**config.mk**
```make
export PLATFORM = sky130hd
export DESIGN_NAME = mpl_power_ctrl
export DESIGN_NICKNAME = d
export VERILOG_FILES = /design/src/include/mpl_pkg.sv /design/src/logic/mpl_power_ctrl.sv
export SDC_FILE = /design/constraint.sdc
export NUM_CORES = 1
export LEC_CHECK = 0
export BUFFER_PORTS_ARGS = -buffer_cell sky130_fd_sc_hd__buf_4
export CAP_MARGIN = 15
export CORE_ASPECT_RATIO = 2
export CORE_UTILIZATION = 45
export CTS_CLUSTER_DIAMETER = 30
export DETAILED_ROUTE_END_ITERATION = 10
export GPL_ROUTABILITY_DRIVEN = 0
export PLACE_DENSITY = 0.66
export SKIP_LAST_GASP = 1
export SLEW_MARGIN = 15
export SYNTH_ARGS = -nofsm -noshare
export SYNTH_HDL_FRONTEND = slang
export SYNTH_SLANG_ARGS = --single-unit
```
**constraint.sdc**
```tcl
create_clock -name clock -period 7.3 [get_ports clock]
set_input_delay 1.095 -clock clock [delete_from_list [all_inputs] [get_ports clock]]
set_output_delay 1.095 -clock clock [all_outputs]
set_load 0.05 [all_outputs]
```
**src/include/mpl_pkg.sv**
```systemverilog
package mpl_pkg;

  // ----------------------------------------------------------------
  // Sizes and packet codes
  // ----------------------------------------------------------------
  localparam int MEM_BYTES = 16;
  localparam int UID_WORDS = 3;
  localparam logic [3:0] UID_MAX = 4'hA;
  localparam logic [3:0] MEM_LAST = 4'hF;
  localparam logic [3:0] EVT_HEAD_LAST = 4'h2;
  localparam logic [3:0] UID_FIRST_IDX = 4'h3;
  localparam logic [7:0] EVT_CODE = 8'h08;
  localparam logic [7:0] CMD_SLEEP = 8'h03;
  localparam logic [7:0] WAKE_BYTE = 8'h00;
  localparam logic [7:0] ACK_CODE = 8'h01;
  localparam logic [7:0] START_CODE = 8'h0F;
  localparam logic [7:0] MEM_DEFAULT = 8'h00;
  localparam logic [63:0] PW_DEFAULT = 64'h0000_0000_0000_0000;
  localparam logic [15:0] STARTUP_CYCLES = 16'h0010;

  // ----------------------------------------------------------------
  // Event flag byte layout
  // ----------------------------------------------------------------
  localparam int EV_POLL = 6;
  localparam int EV_CMD = 5;
  localparam int EV_COMP = 4;
  localparam int EV_IO0 = 0;
  localparam logic [6:0] EV_ALWAYS = 7'h20;
  localparam logic [6:0] EV_SLEEP_WAKE = 7'h1F;
  localparam logic [6:0] EV_MASK_RESET = 7'h00;

  // ----------------------------------------------------------------
  // Register map (byte addresses)
  // ----------------------------------------------------------------
  localparam logic [7:0] ADDR_CTRL = 8'h00;
  localparam logic [7:0] ADDR_EVMASK = 8'h04;
  localparam logic [7:0] ADDR_STATUS = 8'h08;
  localparam logic [7:0] ADDR_PASS_LO = 8'h0C;
  localparam logic [7:0] ADDR_PASS_HI = 8'h10;
  localparam logic [7:0] ADDR_TAG_LEN = 8'h14;
  localparam logic [7:0] ADDR_UID0 = 8'h18;
  localparam logic [7:0] ADDR_UID1 = 8'h1C;
  localparam logic [7:0] ADDR_UID2 = 8'h20;
  localparam logic [7:0] ADDR_ANALOG = 8'h24;
  localparam logic [1:0] MEM_REGION = 2'h1;
  localparam int CTRL_UNLOCK = 0;
  localparam int CTRL_LOCK = 1;
  localparam int CTRL_SETPW = 2;
  localparam int AN_DAC = 0;
  localparam int AN_COMP = 1;
  localparam int ST_LOCKED = 7;
  localparam int ST_COPY = 8;
  localparam int ST_STATE_LSB = 12;

  typedef enum logic [2:0] {
    ST_RUN = 3'b000,
    ST_SLEEP_ACK = 3'b001,
    ST_SLEEP = 3'b010,
    ST_SLEEP_EVT = 3'b011,
    ST_WAKE_ACK = 3'b100,
    ST_PD_PREP = 3'b101,
    ST_PDOWN = 3'b110,
    ST_RESTART = 3'b111
  } mpl_state_t;

  typedef enum logic [1:0] {
    TX_EVENT = 2'b00,
    TX_ACK = 2'b01,
    TX_START = 2'b10
  } mpl_txkind_t;

endpackage

```
**src/logic/mpl_power_ctrl.sv**
```systemverilog
// Overview of operation
// - Event packets start with response byte 0x08, then parameter bytes.
// - Flag byte: bit6 polling, bit5 command done, bit4 comparator, bits3-0 IO edges.
// - Polling, comparator and IO events maskable; command-done event always on.
// - Flag byte followed by tag id length, then that many id bytes.
// - Sleep command 0x03 answered by bare acknowledge, then sleep.
// - Byte 0x00 wakes device; acknowledge sent when ready.
// - Waking from sleep keeps all state; no restart.
// - Sleep stops communication and PWM; DAC and comparator keep running.
// - Enabled comparator or IO events wake briefly, send packets, resleep.
// - Request low: prepare, drive indicator low just before power-down.
// - Request high: restart with indicator low, then high plus start packet.
// - Restart from power-down reinitialises all volatile state.
// - Ongoing transfer or command finishes before power-down.
// - Power-down: all off, IOs high impedance, outside ignored.
// - Memory guarded by 8-byte password, locked at power-up, default zeros.
// - Locked memory reads hidden, writes discarded.
// - Unlock copies non-volatile to volatile; lock writes changes back.
// - Commands read volatile copy when unlocked, non-volatile when locked.
// - Active-low indicator asserted in sleep or power-down.
// - Request low during non-power-up reset restores memory defaults.
`timescale 1ns/1ns
`default_nettype none

module mpl_power_ctrl
  import mpl_pkg::*;
(
  input wire logic clock,
  input wire logic rst,
  input wire logic clockEnable,
  input wire logic powerOnReset,
  input wire logic psel,
  input wire logic penable,
  input wire logic pwrite,
  input wire logic [7:0] paddr,
  input wire logic [31:0] pwdata,
  output logic [31:0] prdata,
  output logic pready,
  output logic pslverr,
  input wire logic power_down_request_n,
  input wire logic comparatorOut,
  input wire logic [3:0] ioPin,
  input wire logic pollingEvent,
  input wire logic commandDone,
  input wire logic commandBusy,
  input wire logic linkBusy,
  input wire logic rxValid,
  input wire logic [7:0] rxData,
  output logic [7:0] txData,
  output logic txValid,
  input wire logic txReady,
  input wire logic [3:0] cmdMemAddr,
  output logic [7:0] cmdMemData,
  output logic low_power_indicator_n,
  output logic commEnable,
  output logic pwmEnable,
  output logic current_output_dac,
  output logic comparatorEnable,
  output logic ioHighZ
);

  // ----------------------------------------------------------------
  // Declarations
  // ----------------------------------------------------------------
  mpl_state_t state, next_state;
  mpl_txkind_t txKind, next_txKind;
  logic pdMeta, pdReqN;
  logic [4:0] pinMeta, pinLevel, pinLast;
  logic [6:0] flags, evMask, evSet, snapFlags, flagClear;
  logic wipe, awake, ackLaunched, txLaunch, txDoneLast;
  logic [15:0] startCount;
  logic [3:0] txIdx, txLast, tagIdLength;
  logic [31:0] uidWord [UID_WORDS];
  logic [7:0] volMem [MEM_BYTES];
  logic [7:0] nvMem [MEM_BYTES];
  logic [63:0] password, attempt;
  logic locked, copyBusy, copyToVol;
  logic [3:0] copyIdx;
  logic coldBoot, strapCheck, restoreGo;
  logic dacCfg, compCfg;
  logic apbAccess, apbFirst, writeEn, addrBad, memHit;
  logic [3:0] memIdx;
  logic [31:0] readMux;

  // ----------------------------------------------------------------
  // Pin synchronisers
  // ----------------------------------------------------------------
  always_ff @(posedge clock) begin
    if (clockEnable) begin
      pdMeta <= power_down_request_n;
      pdReqN <= pdMeta;
      pinMeta <= {comparatorOut, ioPin};
      pinLevel <= pinMeta;
    end
  end

  // ----------------------------------------------------------------
  // Event flags
  // ----------------------------------------------------------------
  assign wipe = rst || (state == ST_RESTART);
  assign awake = (state != ST_PDOWN) && (state != ST_RESTART);
  assign evSet = awake ? ({pollingEvent, commandDone, pinLevel ^ pinLast}
                          & (evMask | EV_ALWAYS)) : 7'h00;
  assign flagClear = txDoneLast && (txKind == TX_EVENT) ? snapFlags : 7'h00;

  always_ff @(posedge clock) begin
    if (wipe) begin
      flags <= 7'h00;
      pinLast <= pinLevel;
    end else if (clockEnable) begin
      pinLast <= pinLevel;
      flags <= (flags & ~flagClear) | evSet;
    end
  end

  // ----------------------------------------------------------------
  // Mode sequencer
  // ----------------------------------------------------------------
  always_comb begin
    next_state = state;
    unique case (state)
      ST_RUN: begin
        if (!pdReqN) next_state = ST_PD_PREP;
        else if (rxValid && rxData == CMD_SLEEP) next_state = ST_SLEEP_ACK;
      end
      ST_SLEEP_ACK: begin
        if (!pdReqN) next_state = ST_PD_PREP;
        else if (ackLaunched && !txValid) next_state = ST_SLEEP;
      end
      ST_SLEEP: begin
        if (!pdReqN) next_state = ST_PD_PREP;
        else if (rxValid && rxData == WAKE_BYTE) next_state = ST_WAKE_ACK;
        else if (|(flags & EV_SLEEP_WAKE)) next_state = ST_SLEEP_EVT;
      end
      ST_SLEEP_EVT: begin
        if (!pdReqN) next_state = ST_PD_PREP;
        else if (flags == 7'h00 && !txValid) next_state = ST_SLEEP;
      end
      ST_WAKE_ACK: begin
        if (!pdReqN) next_state = ST_PD_PREP;
        else if (ackLaunched && !txValid) next_state = ST_RUN;
      end
      ST_PD_PREP: begin
        if (!txValid && !linkBusy && !commandBusy && !copyBusy) begin
          next_state = ST_PDOWN;
        end
      end
      ST_PDOWN: begin
        if (pdReqN) next_state = ST_RESTART;
      end
      ST_RESTART: begin
        if (startCount == 16'h0000) next_state = ST_RUN;
      end
    endcase
  end

  always_ff @(posedge clock) begin
    if (rst) begin
      state <= ST_RESTART;
      startCount <= STARTUP_CYCLES;
      ackLaunched <= 1'b0;
    end else if (clockEnable) begin
      state <= next_state;
      if (next_state == ST_RESTART && state != ST_RESTART) startCount <= STARTUP_CYCLES;
      else if (state == ST_RESTART && startCount != 16'h0000) startCount <= startCount - 16'h0001;
      if (next_state != state) ackLaunched <= 1'b0;
      else if (txLaunch && next_txKind == TX_ACK) ackLaunched <= 1'b1;
    end
  end

  // ----------------------------------------------------------------
  // Packet transmitter
  // ----------------------------------------------------------------
  always_comb begin
    txLaunch = 1'b0;
    next_txKind = TX_EVENT;
    if (!txValid) begin
      if (state == ST_RESTART && startCount == 16'h0000) begin
        txLaunch = 1'b1;
        next_txKind = TX_START;
      end else if ((state == ST_SLEEP_ACK || state == ST_WAKE_ACK) && !ackLaunched) begin
        txLaunch = 1'b1;
        next_txKind = TX_ACK;
      end else if ((state == ST_RUN || state == ST_SLEEP_EVT) && flags != 7'h00) begin
        txLaunch = 1'b1;
        next_txKind = TX_EVENT;
      end
    end
  end

  assign txDoneLast = txValid && txReady && (txIdx == txLast);

  function automatic logic [7:0] byteAt(input logic [3:0] idx);
    logic [3:0] u;
    u = idx - UID_FIRST_IDX;
    if (idx == 4'h1) byteAt = {1'b0, snapFlags};
    else if (idx == EVT_HEAD_LAST) byteAt = {4'h0, tagIdLength};
    else byteAt = uidWord[u[3:2]][{u[1:0], 3'b000} +: 8];
  endfunction

  always_ff @(posedge clock) begin
    if (rst) begin
      txValid <= 1'b0;
      txData <= 8'h00;
      txKind <= TX_EVENT;
      txIdx <= 4'h0;
      txLast <= 4'h0;
      snapFlags <= 7'h00;
    end else if (clockEnable) begin
      if (txLaunch) begin
        txValid <= 1'b1;
        txKind <= next_txKind;
        txIdx <= 4'h0;
        snapFlags <= flags;
        unique case (next_txKind)
          TX_EVENT: begin
            txData <= EVT_CODE;
            txLast <= EVT_HEAD_LAST + tagIdLength;
          end
          TX_ACK: begin
            txData <= ACK_CODE;
            txLast <= 4'h0;
          end
          default: begin
            txData <= START_CODE;
            txLast <= 4'h0;
          end
        endcase
      end else if (txValid && txReady) begin
        if (txDoneLast) begin
          txValid <= 1'b0;
        end else begin
          txIdx <= txIdx + 4'h1;
          txData <= byteAt(txIdx + 4'h1);
        end
      end
    end
  end

  // ----------------------------------------------------------------
  // Low power outputs
  // ----------------------------------------------------------------
  always_ff @(posedge clock) begin
    if (rst) begin
      low_power_indicator_n <= 1'b0;
      commEnable <= 1'b0;
      pwmEnable <= 1'b0;
      current_output_dac <= 1'b0;
      comparatorEnable <= 1'b0;
      ioHighZ <= 1'b0;
    end else if (clockEnable) begin
      low_power_indicator_n <= !(next_state inside {ST_SLEEP, ST_SLEEP_EVT, ST_PDOWN,
                                                    ST_RESTART});
      commEnable <= !(next_state inside {ST_SLEEP, ST_PDOWN, ST_RESTART});
      pwmEnable <= next_state inside {ST_RUN, ST_SLEEP_ACK, ST_WAKE_ACK, ST_PD_PREP};
      current_output_dac <= dacCfg && !(next_state inside {ST_PDOWN, ST_RESTART});
      comparatorEnable <= compCfg && !(next_state inside {ST_PDOWN, ST_RESTART});
      ioHighZ <= (next_state == ST_PDOWN);
    end
  end

  // ----------------------------------------------------------------
  // Default restore strap
  // ----------------------------------------------------------------
  assign restoreGo = strapCheck && !pdReqN && !coldBoot;

  always_ff @(posedge clock) begin
    if (rst) begin
      coldBoot <= powerOnReset;
      strapCheck <= 1'b1;
    end else if (clockEnable) begin
      strapCheck <= 1'b0;
    end
  end

  // ----------------------------------------------------------------
  // Memory lock and copy engine
  // ----------------------------------------------------------------
  always_ff @(posedge clock) begin
    if (wipe) begin
      locked <= 1'b1;
      copyBusy <= 1'b0;
      copyToVol <= 1'b0;
      copyIdx <= 4'h0;
    end else if (clockEnable) begin
      if (copyBusy) begin
        copyIdx <= copyIdx + 4'h1;
        if (copyIdx == MEM_LAST) begin
          copyBusy <= 1'b0;
          locked <= !copyToVol;
        end
      end else if (writeEn && paddr == ADDR_CTRL) begin
        if (pwdata[CTRL_UNLOCK] && locked && attempt == password) begin
          copyBusy <= 1'b1;
          copyToVol <= 1'b1;
          copyIdx <= 4'h0;
        end else if (pwdata[CTRL_LOCK] && !locked) begin
          copyBusy <= 1'b1;
          copyToVol <= 1'b0;
          copyIdx <= 4'h0;
        end
      end
    end
  end

  always_ff @(posedge clock) begin
    if (wipe) begin
      for (int i = 0; i < MEM_BYTES; i++) volMem[i] <= MEM_DEFAULT;
    end else if (clockEnable) begin
      if (copyBusy && copyToVol) volMem[copyIdx] <= nvMem[copyIdx];
      else if (writeEn && memHit && !locked) volMem[memIdx] <= pwdata[7:0];
    end
  end

  always_ff @(posedge clock) begin
    if (clockEnable) begin
      if (restoreGo) begin
        for (int i = 0; i < MEM_BYTES; i++) nvMem[i] <= MEM_DEFAULT;
        password <= PW_DEFAULT;
      end else begin
        if (copyBusy && !copyToVol) nvMem[copyIdx] <= volMem[copyIdx];
        if (writeEn && paddr == ADDR_CTRL && pwdata[CTRL_SETPW] && !locked) begin
          password <= attempt;
        end
      end
    end
  end

  always_ff @(posedge clock) begin
    if (rst) begin
      cmdMemData <= 8'h00;
    end else if (clockEnable) begin
      cmdMemData <= locked ? nvMem[cmdMemAddr] : volMem[cmdMemAddr];
    end
  end

  // ----------------------------------------------------------------
  // Configuration registers
  // ----------------------------------------------------------------
  always_ff @(posedge clock) begin
    if (wipe) begin
      evMask <= EV_MASK_RESET;
      tagIdLength <= 4'h0;
      attempt <= PW_DEFAULT;
      dacCfg <= 1'b0;
      compCfg <= 1'b0;
      for (int i = 0; i < UID_WORDS; i++) uidWord[i] <= 32'h0000_0000;
    end else if (clockEnable && writeEn) begin
      unique case (paddr)
        ADDR_EVMASK: evMask <= pwdata[6:0] & ~EV_ALWAYS;
        ADDR_PASS_LO: attempt[31:0] <= pwdata;
        ADDR_PASS_HI: attempt[63:32] <= pwdata;
        ADDR_TAG_LEN: tagIdLength <= (pwdata[3:0] > UID_MAX) ? UID_MAX : pwdata[3:0];
        ADDR_UID0: uidWord[0] <= pwdata;
        ADDR_UID1: uidWord[1] <= pwdata;
        ADDR_UID2: uidWord[2] <= pwdata;
        ADDR_ANALOG: begin
          dacCfg <= pwdata[AN_DAC];
          compCfg <= pwdata[AN_COMP];
        end
        default: ;
      endcase
    end
  end

  // ----------------------------------------------------------------
  // APB slave
  // ----------------------------------------------------------------
  assign apbAccess = psel && penable;
  assign apbFirst = apbAccess && !pready;
  assign writeEn = apbAccess && pready && pwrite && !pslverr && !copyBusy;
  assign memHit = (paddr[7:6] == MEM_REGION);
  assign memIdx = paddr[5:2];

  always_comb begin
    readMux = 32'h0000_0000;
    addrBad = 1'b0;
    if (memHit) begin
      readMux = locked ? 32'h0000_0000 : {24'h00_0000, volMem[memIdx]};
    end else begin
      unique case (paddr)
        ADDR_CTRL, ADDR_PASS_LO, ADDR_PASS_HI: readMux = 32'h0000_0000;
        ADDR_EVMASK: readMux = {25'h000_0000, evMask};
        ADDR_STATUS: begin
          readMux[6:0] = flags;
          readMux[ST_LOCKED] = locked;
          readMux[ST_COPY] = copyBusy;
          readMux[ST_STATE_LSB +: 3] = state;
        end
        ADDR_TAG_LEN: readMux = {28'h000_0000, tagIdLength};
        ADDR_UID0: readMux = uidWord[0];
        ADDR_UID1: readMux = uidWord[1];
        ADDR_UID2: readMux = uidWord[2];
        ADDR_ANALOG: readMux = {30'h0000_0000, compCfg, dacCfg};
        default: addrBad = 1'b1;
      endcase
    end
    if (paddr[1:0] != 2'b00 || state == ST_PDOWN) addrBad = 1'b1;
  end

  always_ff @(posedge clock) begin
    if (rst) begin
      pready <= 1'b0;
      prdata <= 32'h0000_0000;
      pslverr <= 1'b0;
    end else if (clockEnable) begin
      pready <= apbFirst;
      if (apbFirst) begin
        prdata <= (pwrite || addrBad) ? 32'h0000_0000 : readMux;
        pslverr <= addrBad;
      end
    end
  end
endmodule

`default_nettype wire

```
==> metrics.csv <==
metric;value;unit
tns;0;ps
ios;128;
setup_viol_count_final;0;
synth_compound_area_frac;0.0818;
synth_commonest_cells;434 x edfxtp_1, 354 x nor2_1, 303 x nand2_1;
synth.net_count;2598;
synth_mux_area_frac;0.178;
syn-cell-area;0.0309;mm²
startpoint_type;register;
path_class;reg -> reg;
grt_pass1_vias;22300;
crit_end;txData[3];
irDropWorstVdd;0.162;mV
max_freq;0.222;GHz
layout-drive-gt1-share;0.220;
pwr-share-seq;0.464;
synth_warnings;0;
final_area;0.0350;mm²
vias;22100;
p_total;8.90;mW
cp_num_buf_inv;1;
ys_ff_latch;622;
die_y;373;µm
yosysSeqAreaShare;0.543;
synthTopCellsByArea;edfxtp_1 42%, mux4_2 15%, dfxtp_1 12%;
dr.first_iter.drc_count;2050;
reg2reg_depth;9;
dp.cells;3375;
ant_nets;0;
hold_path_class;reg -> reg;
numPortBuffers;127;
worst_path_max_delay_cell;dfxtp_2;
layout_min_cycle_time;4500;ps
row_count;135;
postCtsSetupBuffers;0;
clockBufferDepth;3;
ctsResizeCount;0;
hold_buffers;0;
drc;0;
clock-skew-final;28.0;ps
via_per_inst;6.28;
grt_pass1_wl;147000;µm
ys_types;95;
leakage;11.6;nW
grt-ovfl-total;0;
finalCoreUtilization;0.516;
powerDensity;254;mW/mm²
cts_buffers;79;
dp_hpwl;73000;µm
max-cap-violations;0;
ys.flop_type;edfxtp_1;
wirelength;102000;µm
layoutNonFillerInstCount;3526;
placed_area;0.0323;mm²
fin_crit_sh;0.616;
netSwitchingFraction;0.266;
cts.clk_slew.worst_paths;70;ps
worstPathCellList;inv_2, ha_1, xor2_4, xor2_4, mux4_1, mux2_2, a31oi_1, a211o_1, a21oi_2;
initial_utilization;0.455;
p_comb_frac;0.090;
cp_common_cell;xor2_4;
synth.avg_cell_area;12.3;µm²
synth_top_area_share;0.422;
htree_num_levels;3;
die-area;0.0698;mm²
min_from;pinMeta[1];
cts_tree;yes;
cp.depth;9;
synth_top_family_by_area;multiplexers;
first_pass_iters;6;
coreArea;0.0679;mm²
synth_largest_area_cell;edfxtp_1;
antenna_found_initial;11;
async_flop_share;0;
endpoint_kind;register;
synth_edf_count;434;
clkPwrFrac;0.446;
synthXorXnorAreaFrac;0.0210;
crit_arrival;5020;ps
slew_viol_final;0;
r2r-end;txData[3];
cp_slowest_stage_delay;980;ps
synthSimpleGateAreaFrac;0.141;
switchingPower;2.36;mW
cts.sinks;622;
area_growth;13.3;%
internal-power;6.54;mW
worst_pin_slew;1240;ps
floorplan.die.width;187;µm
critPathTopFamily;XOR/XNOR gates;
clkLatencyLatePin;660;ps
reg2reg_from;txIdx[0];
grt_max_degree;78;
r2r_slack;2800;ps
syn-instance-count;2517;
finalNetCount;2647;
required;7820;ps
rsz0062_at_grt;no;
slew_headroom;0.167;
wl_per_cell;29.0;µm
path_max_fanout;35;
synth_fa_ha_area_frac;0.00405;
hold_viol_final;0;
post-synth-top-count-cell;edfxtp_1;
grt.total_usage;0.294;
cts_root_buffer;clkbuf_16;
run_status;completed;
crit_path_start;txIdx[0];
## power groups by stage
stage | Clock, mW | Combinational [mW] | Sequential, mW
floorplan | 0 | 0.505 | 4.12
global placement | 0 | 0.763 | 4.18
detailed placement | 0 | 0.778 | 4.19
CTS | 4.00 | 0.780 | 4.12
global route | 4.13 | 0.832 | 4.14
finish | 3.97 | 0.801 | 4.13
## cell usage in the layout, fill, tap and decap left out, types with 14 or more instances in the layout
master and count:
edfxtp_1 434, nor2_1 353, nand2_1 303, mux4_2 205, dfxtp_1 185, buf_4 149, a21oi_1 135, clkbuf_16 81
nor2b_1 74, o21ai_0 60, nand3_1 44, mux2i_1 43, and2_1 42, xor2_1 36, xnor2_1 32, inv_1 29
a222oi_1 27, a22oi_1 23, nor3_1 19, o21ai_1 17, inv_6 17, nand4_1 16, mux2_2 16, a211oi_1 14
## metal layers
metal,part of all wire,vias to the layer above,track usage
met5,0.00064,-,0
met4,0.11,10,0.277
met3,0.068,414,0.0637
met2,0.53,1196,0.523
met1,0.30,11000,0.275
li1,-,9513,-
## logic make-up after synthesis
| family | count (synthesis) |
|---|---|
| AND/OR/NAND/NOR | 948 |
| flip-flops | 622 |
| AO/OA/AOI/OAI | 380 |
| multiplexers | 276 |
| buffers and inverters | 211 |
| XOR/XNOR | 70 |
| adder cells (fa/ha/maj) | 10 |
## sequential cells by signal, summed over array words and instances, names as in the netlist, 7 cells and up, named ones only
register / cells
attempt: 64
nvMem: 128
flags: 7
volMem: 128
uidWord: 96
prdata: 32
snapFlags: 7
startCount: 16
password: 64
txData: 8
cmdMemData: 8
## metrics by stage
step,hold slack [ps],setup WS [ps]
floorplan,400,158
global route,430,2510
finish,421,2800
detailed placement,406,2730
global placement,406,2770
CTS,421,2800
## area by class of cell
cell class | count | area, µm²
fillers | 5840 | 32900
flip-flops and latches | 622 | 16800
multi-input cells | 1684 | 13200
clock buffers | 89 | 2060
repair buffers | 149 | 1120
well taps | 890 | 1110
clock inverters | 57 | 631
inverters | 30 | 113
diodes | 5 | 12.5
## how the worst min path moves through the flow
stage / end / slack, ps / cells after the start
2_1_floorplan: pdReqN / 400 / 0
3_3_place_gp: pdReqN / 410 / 0
3_5_place_dp: pinLevel[1] / 410 / 0
4_1_cts: pinLevel[1] / 420 / 0
5_1_grt: pinLevel[1] / 430 / 0
6_report: pinLevel[1] / 420 / 0
Power figures use the tool's default switching activity.
